## config.mk

```make
export PLATFORM = sky130hd
export DESIGN_NAME = serial_port_baud_rate_generator
export DESIGN_NICKNAME = d
export VERILOG_FILES = /design/src/rtl/brg_pkg.sv /design/src/rtl/serial_port_baud_rate_generator.sv
export VERILOG_INCLUDE_DIRS = /design/src /design/src/rtl
export SDC_FILE = /design/constraint.sdc
export NUM_CORES = 1
export LEC_CHECK = 0
export BUFFER_PORTS_ARGS = -buffer_cell sky130_fd_sc_hd__buf_2
export CORE_ASPECT_RATIO = 0.75
export CORE_MARGIN = 2
export CORE_UTILIZATION = 50
export CTS_CLUSTER_DIAMETER = 100
export DETAILED_ROUTE_END_ITERATION = 8
export PLACE_DENSITY_LB_ADDON = 0.3
export SYNTH_ARGS = -nofsm -noshare
export SYNTH_HDL_FRONTEND = slang
export SYNTH_SLANG_ARGS = --single-unit
export TNS_END_PERCENT = 1
```

## constraint.sdc

```tcl
create_clock -name CLK -period 3.8 [get_ports CLK]
set_input_delay 0.38 -clock CLK [delete_from_list [all_inputs] [get_ports CLK]]
set_output_delay 0.38 -clock CLK [all_outputs]
set_load 0.05 [all_outputs]
```

## src/rtl/brg_params.svh

```systemverilog
/*
  Offsets, fields, reset values and rates of the baud rate generator.
  Assumes inclusion by bare name from files under rtl/.
*/
`ifndef BRG_PARAMS_SVH
`define BRG_PARAMS_SVH
`define ADR_RELOAD    8'h00
`define ADR_SHIFT_BUF 8'h04
`define ADR_STATUS    8'h08
`define ADR_CONTROL   8'h0c
`define RELOAD_RST    8'h00
`define STATUS_RST    8'h00
`define STATUS_RW_MSK 8'hc0
`define CTRL_RST      3'h0
`define CTRL_RSTART   2
`define TICK_DIV      2'h2
`define HALVES_SPI    5'h10
`define HALVES_I2C    5'h12
`endif

```

## src/rtl/brg_pkg.sv

```systemverilog
/*
  Types shared by the baud rate generator.
  Assumes nothing beyond a SystemVerilog compiler.
*/
package brg_pkg;
  // Port operating mode
  typedef enum logic [1:0] {
    MODE_OFF = 2'b00,
    MODE_SPI = 2'b01,
    MODE_I2C = 2'b10
  } mode_e;
  // Sequencer state
  typedef enum logic [1:0] {
    ST_IDLE = 2'b00,
    ST_RUN  = 2'b01,
    ST_RS_W = 2'b10,
    ST_RS_C = 2'b11
  } state_e;
  // Classic Wishbone request from the master
  typedef struct packed {
    logic        cyc;
    logic        stb;
    logic        we;
    logic [7:0]  adr;
    logic [3:0]  sel;
    logic [31:0] dat;
  } wb_req_s;
endpackage

```

## src/rtl/serial_port_baud_rate_generator.sv

```systemverilog
/*
  Reload based rate counter making the serial clock of a synchronous
  serial port in SPI host and I2C host modes, with a Wishbone slave.
  Assumes CLK is the oscillator clock, and SCL_I and SDA_I come from
  pins outside the clock domain; SCL pin drive is resolved outside.
*/
`timescale 1ns/1ns
`include "brg_params.svh"

// Functional notes
// - One rate counter clocks both host modes
// - Reload copies register value into counter
// - Shift buffer write starts the countdown
// - Counter stops after operation, clock holds
// - Reload twice per serial clock period
// - Reload conditions depend on port mode
// - Rate is oscillator over four times reload+1
// - Status: two upper RW, six RO, reset 8'h02 (clock level high)
// - Repeated start: count down before SCL release
module serial_port_baud_rate_generator (
  input  wire logic           CLK,
  input  wire logic           RST,
  input  wire brg_pkg::wb_req_s WB_REQ,
  output logic                WB_ACK_O,
  output logic [31:0]         WB_DAT_O,
  input  wire logic           SCL_I,
  input  wire logic           SDA_I,
  output logic                SCL_O,
  output logic                SCL_OE,
  output logic                BUSY
);
  import brg_pkg::*;

  // Bus state
  logic        ack_q, ack_d;
  logic [31:0] rdat_q, rdat_d;
  // Software visible registers
  logic [7:0]  reload_q, reload_d;    // Rate reload value
  logic [7:0]  sbuf_q, sbuf_d;        // Shift buffer contents
  logic [7:0]  stat_rw_q, stat_rw_d;  // Writable status bits
  logic [2:0]  ctrl_q, ctrl_d;        // Mode and repeated start
  // Counter and sequencer
  logic [7:0]  cnt_q, cnt_d;          // Rate counter
  logic [1:0]  div_q, div_d;          // Tick divider
  logic [4:0]  halves_q, halves_d;    // Half periods left
  logic        scl_q, scl_d;          // Serial clock level
  state_e      st_q, st_d;
  // Pin synchronisers
  logic [1:0]  scl_sy_q, sda_sy_q;

  // Decoded strobes
  logic        req, wr, bus_wr_sbuf, bus_wr_ctrl;
  logic        tick, stretch, cnt_en, roll, load;
  logic [7:0]  status;
  mode_e       mode;

  assign mode   = mode_e'(ctrl_q[1:0]);
  // New request only while no answer stands
  assign req    = WB_REQ.cyc && WB_REQ.stb && !ack_q;
  assign wr     = req && WB_REQ.we && WB_REQ.sel[0];
  assign bus_wr_sbuf = wr && (WB_REQ.adr == `ADR_SHIFT_BUF);
  assign bus_wr_ctrl = wr && (WB_REQ.adr == `ADR_CONTROL);
  // Busy in bit 0, clock level in bit 1, bits 5:2 read zero
  assign status = {stat_rw_q[7:6], 4'h0, scl_q, (st_q != ST_IDLE)};

  // Two flop synchronisers for pin inputs
  always_ff @(posedge CLK or posedge RST) begin
    if (RST) begin
      scl_sy_q <= 2'h0;
      sda_sy_q <= 2'h0;
    end else begin
      scl_sy_q <= {scl_sy_q[0], SCL_I};
      sda_sy_q <= {sda_sy_q[0], SDA_I};
    end
  end

  // Tick: two oscillator cycles, so a half period of reload+1 ticks
  // gives the four times reload+1 full period
  assign tick = (div_q == `TICK_DIV - 2'h1);
  // I2C clock arbitration: a released SCL held low freezes the count
  assign stretch = (mode == MODE_I2C) && scl_q && !scl_sy_q[1]
                   && (st_q == ST_RUN);
  assign cnt_en = tick && !stretch && (st_q == ST_RUN || st_q == ST_RS_C);
  // Rollover when the counter sits at zero on a counting tick
  assign roll = cnt_en && (cnt_q == 8'h00);
  // Reload strobe, chosen per mode and sequence step
  assign load = roll || (bus_wr_sbuf && mode != MODE_OFF)
             || (st_q == ST_RS_W && sda_sy_q[1]);

  // Bus next values
  always_comb begin
    ack_d     = req;
    rdat_d    = 32'h0;
    reload_d  = reload_q;
    sbuf_d    = sbuf_q;
    stat_rw_d = stat_rw_q;
    ctrl_d    = ctrl_q;
    if (req && !WB_REQ.we) begin
      // Read mux, unmapped offsets answer zero
      unique case (WB_REQ.adr)
        `ADR_RELOAD:    rdat_d = {24'h0, reload_q};
        `ADR_SHIFT_BUF: rdat_d = {24'h0, sbuf_q};
        `ADR_STATUS:    rdat_d = {24'h0, status};
        `ADR_CONTROL:   rdat_d = {29'h0, ctrl_q};
        default:        rdat_d = 32'h0;
      endcase
    end
    if (wr) begin
      unique case (WB_REQ.adr)
        `ADR_RELOAD:    reload_d = WB_REQ.dat[7:0];
        `ADR_SHIFT_BUF: sbuf_d = WB_REQ.dat[7:0];
        // Only the upper two status bits take writes
        `ADR_STATUS:    stat_rw_d = WB_REQ.dat[7:0] & `STATUS_RW_MSK;
        `ADR_CONTROL:   ctrl_d = WB_REQ.dat[2:0];
        default:        ctrl_d = ctrl_q;
      endcase
    end
    // Repeated start request clears once taken up
    if (st_q == ST_RS_W && !bus_wr_ctrl) begin
      ctrl_d[`CTRL_RSTART] = 1'b0;
    end
  end

  // Bus registers
  always_ff @(posedge CLK or posedge RST) begin
    if (RST) begin
      ack_q     <= 1'b0;
      rdat_q    <= 32'h0;
      reload_q  <= `RELOAD_RST;
      sbuf_q    <= 8'h00;
      stat_rw_q <= `STATUS_RST;
      ctrl_q    <= `CTRL_RST;
    end else begin
      ack_q     <= ack_d;
      rdat_q    <= rdat_d;
      reload_q  <= reload_d;
      sbuf_q    <= sbuf_d;
      stat_rw_q <= stat_rw_d;
      ctrl_q    <= ctrl_d;
    end
  end

  // Counter and sequencer next values
  always_comb begin
    div_d    = tick ? 2'h0 : div_q + 2'h1;
    cnt_d    = cnt_q;
    halves_d = halves_q;
    scl_d    = scl_q;
    st_d     = st_q;
    // Reload copies the register; otherwise count down
    if (load) begin
      cnt_d = reload_q;
    end else if (cnt_en) begin
      cnt_d = cnt_q - 8'h01;
    end
    unique case (st_q)
      ST_IDLE: begin
        // Write to the shift buffer starts counting
        if (bus_wr_sbuf && mode != MODE_OFF) begin
          st_d     = ST_RUN;
          halves_d = (mode == MODE_I2C) ? `HALVES_I2C : `HALVES_SPI;
        end else if (ctrl_q[`CTRL_RSTART] && mode == MODE_I2C) begin
          st_d = ST_RS_W;
        end
      end
      ST_RUN: begin
        // Each rollover is one half period of the clock
        if (roll) begin
          scl_d    = !scl_q;
          halves_d = halves_q - 5'h01;
          // Last half done: stop, clock keeps its level
          if (halves_q == 5'h01) begin
            st_d = ST_IDLE;
          end
        end
      end
      ST_RS_W: begin
        // Data line released and seen high: counter loaded
        if (sda_sy_q[1]) begin
          st_d = ST_RS_C;
        end
      end
      ST_RS_C: begin
        // Count reached zero: release the clock line
        if (roll) begin
          scl_d = 1'b1;
          st_d  = ST_IDLE;
        end
      end
    endcase
  end

  // Counter and sequencer registers
  always_ff @(posedge CLK or posedge RST) begin
    if (RST) begin
      div_q    <= 2'h0;
      cnt_q    <= 8'h00;
      halves_q <= 5'h00;
      scl_q    <= 1'b1;
      st_q     <= ST_IDLE;
    end else begin
      div_q    <= div_d;
      cnt_q    <= cnt_d;
      halves_q <= halves_d;
      scl_q    <= scl_d;
      st_q     <= st_d;
    end
  end

  // Pin drive: push-pull in SPI, open drain in I2C
  always_ff @(posedge CLK or posedge RST) begin
    if (RST) begin
      SCL_O  <= 1'b0;
      SCL_OE <= 1'b0;
      BUSY   <= 1'b0;
    end else begin
      SCL_O  <= (mode == MODE_SPI) ? scl_d : 1'b0;
      SCL_OE <= (mode == MODE_SPI) || (mode == MODE_I2C && !scl_d);
      BUSY   <= (st_d != ST_IDLE);
    end
  end

  assign WB_ACK_O = ack_q;
  assign WB_DAT_O = rdat_q;
endmodule

```

# Word level (Yosys, flattened, before mapping)
# Index checks and enable logic that the tools add are counted.
# Widths: inputs -> output; s select.
dict set report classes {
  mux 23
  n_reduce_logical 45
  n_eq_ne 12
  n_addsub 3
}
# cell n
set ops {}
lappend ops {{$pmux 8 s4} 1}
lappend ops {{$mux 8} 3}
lappend ops {{$logic_and 1x1->1} 18}
lappend ops {{$eq 8x4->1 const B} 2}
lappend ops {{$logic_not 8->1} 2}
lappend ops {{$mux 2} 8}
lappend ops {{$reduce_bool 2->1} 7}
lappend ops {{$mux 5} 2}
lappend ops {{$pmux 5 s2} 1}
lappend ops {{$reduce_and 2->1} 5}
lappend ops {{$eq 8x3->1 const B} 1}
lappend ops {{$pmux 2 s4} 1}
lappend ops {{$sub 8x1->8 const B} 1}
lappend ops {{$logic_not 1->1} 7}
lappend ops {{$eq 2x1->1 const B} 3}
lappend ops {{$eq 2x2->1 const B} 3}
lappend ops {{$mux 3} 2}
lappend ops {{$eq 5x1->1 const B} 1}
lappend ops {{$sub 5x1->5 const B} 1}
lappend ops {{$logic_or 1x1->1} 4}
lappend ops {{$mux 1} 4}
lappend ops {{$ne 2x2->1 const B} 2}
lappend ops {{$reduce_and 3->1} 1}
lappend ops {{$add 2x1->2 const B} 1}
lappend ops {{other kinds (2)} 2}
dict set report totals {
  output_inout_bits 36
  input_bits 51
  regBits 79
  word_cells 100
}

# Longest topological paths before layout
dict set report logic_depth {
  ltp_word 13
  depth_mapped 10
  mapped_depth_nobuf 10
}

# Least setup slack after synthesis
# Ideal clock, no wire load.
dict set report synth_path {
  path_type {reg-to-reg}
  startpoint {register cnt_q[0]}
  endpoint {register SCL_O}
  setup_ps 118
  t_arrival_ps 2123
  setup_slack_ps 1559
  t_required_ps 3682
  path_buffers 0
  path_stages_with_launch 10
  synth_period_minus_slack_ps 2241
  path_cell_list {dfrtp_1 -> inv_1 -> ha_1 -> or3b_2 -> nor2_4 -> nand2_1 -> ha_1 -> o211ai_1 -> o21ai_0 -> nor2b_1}
}
dict set report synth_between {
  elab_chain_cells 5
  word_cells_on_any_way 6
  cone_classes {mux (4); reduce/logical (2)}
}
# element line
set synth_rtl {}
lappend synth_rtl {{start: declaration} serial_port_baud_rate_generator.sv:43} ;# logic [7:0] cnt_q, cnt_d;
lappend synth_rtl {{start signal: assignment} serial_port_baud_rate_generator.sv:203} ;# cnt_q <= cnt_d;
lappend synth_rtl {{$logic_not 8->1 *} serial_port_baud_rate_generator.sv:85} ;# assign roll = cnt_en && (cnt_q == 8'h00);
lappend synth_rtl {{$logic_and 1x1->1 *} serial_port_baud_rate_generator.sv:85}
lappend synth_rtl {{$mux 1, on equally long branches} {serial_port_baud_rate_generator.sv:185, serial_port_baud_rate_generator.sv:168}}
lappend synth_rtl {{$pmux 1 s2 *} serial_port_baud_rate_generator.sv:156} ;# unique case (st_q)
lappend synth_rtl {{named net scl_d} serial_port_baud_rate_generator.sv:46} ;# logic scl_q, scl_d;
lappend synth_rtl {{$mux 1 *} serial_port_baud_rate_generator.sv:217} ;# SCL_O <= (mode == MODE_SPI) ? scl_d : 1'b0;
lappend synth_rtl {{end signal: assignment} serial_port_baud_rate_generator.sv:217}
lappend synth_rtl {{end: declaration} serial_port_baud_rate_generator.sv:28} ;# output logic SCL_O,
# Mark *: on every way through the listed nets, which the timed path passes. The rest lies on a longest branch.
# A chain may end at the register's enable or synchronous reset.

# Worst setup path after layout
# Ends and elaborated chain as after synthesis.

==> metrics.md <==
| Metric | Value |
|---|---|
| Die W | 91.0 um |
| Post-CTS setup buffers | 0 |
| R2R depth | 9 |
| Switching Power | 483 uW |
| Vias | 1881 |
| Setup total negative slack | 0 ns |
| Kind of critical path | reg -> reg |
| # diodes | 0 |
| RSZ-0062 raised after global routing | no |
| Routed wire length | 5230 um |
| Worst min path class | in -> reg |
| Ratio of cells with drive above 1 in the final layout | 28.9% |
| Synthesized instance count | 253 |
| Max_slew headroom | 49.4% |
| Detailed Place HPWL | 3850 um |
| Initial antenna violation count | 0 |
| PD cells | 480 mW/mm2 |
| CTS buffer count | 5 |
| P_int | 1.01 mW |
| Global Route Usage Sum | 17.3% |
| Post-DRT Antenna Nets | 0 |
| Nets | 346 |
| Clock Tree Buf Depth | 2 |
| Worst path slowest cell | or3b_2 |
| Crit end category | flop |
| # fillers | 504 |
| Full die area | 0.00631 mm2 |
| Vias in the first global route | 1785 |
| Post-cts sizing count | 0 |
| Die Height | 69.3 um |
| Fin crit share | 67.4% |
| First-pass GRT wire length | 8720 um |
| Pins Over Slew Limit | 0 |
| Ys async rst share | 100% |
| Max Fclk | 390 MHz |
| Initial core utilization | 52.5% |
| Top-level I/O count | 87 |
| Tmin final | 2.56 ns |
| Reg2reg end | SCL_O |
| Cell Rows | 23 |
| DRT Pass-1 Iters | 4 |
| Worst slew pin tran | 0.757 ns |
| Endpoints failing setup | 0 |
| CP endpoint | SCL_O |
| Crit start category | flop |
| Ys Warns | 0 |
| Vias per cell | 5.14 |
| Yosys reg bits | 55 |
| Register area share after synthesis | 48.5% |
| Sw Ratio | 32.4% |
| Comb power frac | 24.1% |
| Arr. time, crit path | 2.78 ns |
| Reg power frac | 49.1% |
| R2r setup slk | 1.24 ns |
| CTS clk-pin slew, worst paths | 0.10 ns |
| Status | finished, final reports clean |
| Residual DRC | 0 |
| Layout Utilization | 57.3% |
| Root Driver | clkbuf_8 |
| Largest net degree at the start of global routing | 38 |
| Critical Path Max Stage Delay | 0.51 ns |
| # clock sinks | 55 |
| Synth-to-Final Area Change | 9.16% |
| Port Buf Inserts | 35 |
| Required @ worst endpoint | 4.02 ns |
| Cts hold-fix bufs | 0 |
| Static leakage | 1.48 nW |
| Peak VDD IR | 190 uV |
| Core area | 0.00541 mm2 |
| Clock Power Share | 26.8% |
| Final instance area | 0.00310 mm2 |
| Mean area per synthesized cell | 11.2 um2 |
| TritonCTS clock tree | built |
| Max-cap violations | 0 |
| Routability cong. | 0.807 |
| Most used DFF post-synth | dfrtp_1 |
| Yosys cell types | 49 |
| Synthesized area | 0.00284 mm2 |
| Crit-path cells | inv_1 > ha_1 > or3b_2 > nor2_4 > nand2_1 > ha_1 > o211ai_1 > o21ai_0 > nor2b_1 |
| Clk_lat worst skew | 0.32 ns |
| Cell repeated most along the worst path | ha_1 |
| CP max FO | 7 |
| Post-synth EDFFs | 0 |
| Grt ovf | 0 |
| Area after DPL | 0.00299 mm2 |
| Worst Setup SP | cnt_q[0] |
| Final hold viol count | 0 |
| Worst r2r src | cnt_q[0] |
| Htree depth | 2 |
| Drt wl/cell | 14.3 um |
| Initial DRC count | 127 |
| Layout Skew | 0.0101 ns |
## routing by layer
layer	global-route usage (%)	wire, um	up-vias	share of wire (%)
met3	4.46	240	6	4.6
met2	26.2	2410	50	46
li1	-	-	900	-
met5	0	0	-	0
met1	25.3	2530	925	48
met4	4.04	47	0	0.90
## placed cells by master (no fill, tap or decap), types with 6 or more instances in the layout
cell type,n
mux2_2,19
buf_2,35
nand2_1,15
nor2_1,21
conb_1,24
o21ai_0,11
mux2i_1,9
nor2b_1,7
dfrtp_1,54
inv_1,11
nand3_1,6
## synthesized netlist by cell type, drive strengths merged, types with 4 or more instances
cell | n | share of area [%]
a31oi | 5 | 1.6
mux2i | 9 | 3.2
inv | 12 | 1.6
nor2 | 24 | 3.8
nand2 | 15 | 2.0
or2 | 4 | 0.88
buf | 29 | 7.7
nand2b | 4 | 0.97
nand3 | 6 | 1.1
nor3 | 4 | 1.1
nor2b | 8 | 1.8
a21oi | 6 | 1.2
ha | 5 | 2.2
mux2 | 20 | 8.1
dfrtp | 54 | 48
o21ai | 12 | 2.5
## state kept, by name, summed over array words and instances, names as in the netlist, 3 cells and up
signal,flops
halves_q,5
sbuf_q,8
cnt_q,8
WB_DAT_O,8
ctrl_q,3
reload_q,8
## how the worst min path moves through the flow
stage,slack (ns),end,cells after the start,from
global placement,0.33,scl_sy_q[1],0,scl_sy_q[0]
finish,0.16,sda_sy_q[0],1,SDA_I
floorplan,0.33,scl_sy_q[1],0,scl_sy_q[0]
global route,0.15,sda_sy_q[0],1,SDA_I
CTS,0.15,sda_sy_q[0],1,SDA_I
detailed placement,0.34,scl_sy_q[1],0,scl_sy_q[0]
## worst max-delay path, delay by kind of cell (launching register included)
kind / cells / cell delay (ns)
AND/OR/NAND/NOR: 4 / 1.07
adder cells (fa/ha/maj): 2 / 0.53
flip-flops: 1 / 0.41
AO/OA/AOI/OAI: 2 / 0.32
buffers and inverters: 1 / 0.12
## power groups by stage
stage / logic (mW) / registers, mW / clock network (mW)
floorplan: 0.315 / 0.725 / 0
global placement: 0.344 / 0.738 / 0
detailed placement: 0.358 / 0.743 / 0
CTS: 0.359 / 0.731 / 0.407
global route: 0.399 / 0.746 / 0.433
finish: 0.359 / 0.732 / 0.399
## layout make-up
| class | count | area, um2 | share of cell area (%) |
|---|---|---|---|
| inverters | 12 | 45.0 | 1.45 |
| multi-input cells | 180 | 1290 | 41.5 |
| flip-flops and latches | 55 | 1380 | 44.4 |
| clock inverters | 3 | 46.3 | 1.49 |
| clock buffers | 5 | 68.8 | 2.22 |
| well taps | 75 | 93.8 | 3.03 |
| repair buffers | 36 | 183 | 5.89 |
## stage by stage
stage / setup WS [ns] / hold WS, ns / cells / power [mW]
floorplan: 1.56 / 0.331 / 276 / 1.04
global placement: 1.31 / 0.334 / 358 / 1.08
detailed placement: 1.27 / 0.337 / 358 / 1.10
CTS: 1.24 / 0.154 / 366 / 1.50
global route: 1.10 / 0.148 / 366 / 1.58
finish: 1.24 / 0.162 / 366 / 1.49
## logic make-up after synthesis
family,synth area share [%]
XOR/XNOR,1.23
AO/OA/AOI/OAI,8.41
adder cells (fa/ha/maj),2.20
other,0.132
buffers and inverters,9.25
AND/OR/NAND/NOR,17.5
flip-flops,48.5
multiplexers,12.8
Power figures use the tool's default switching activity.
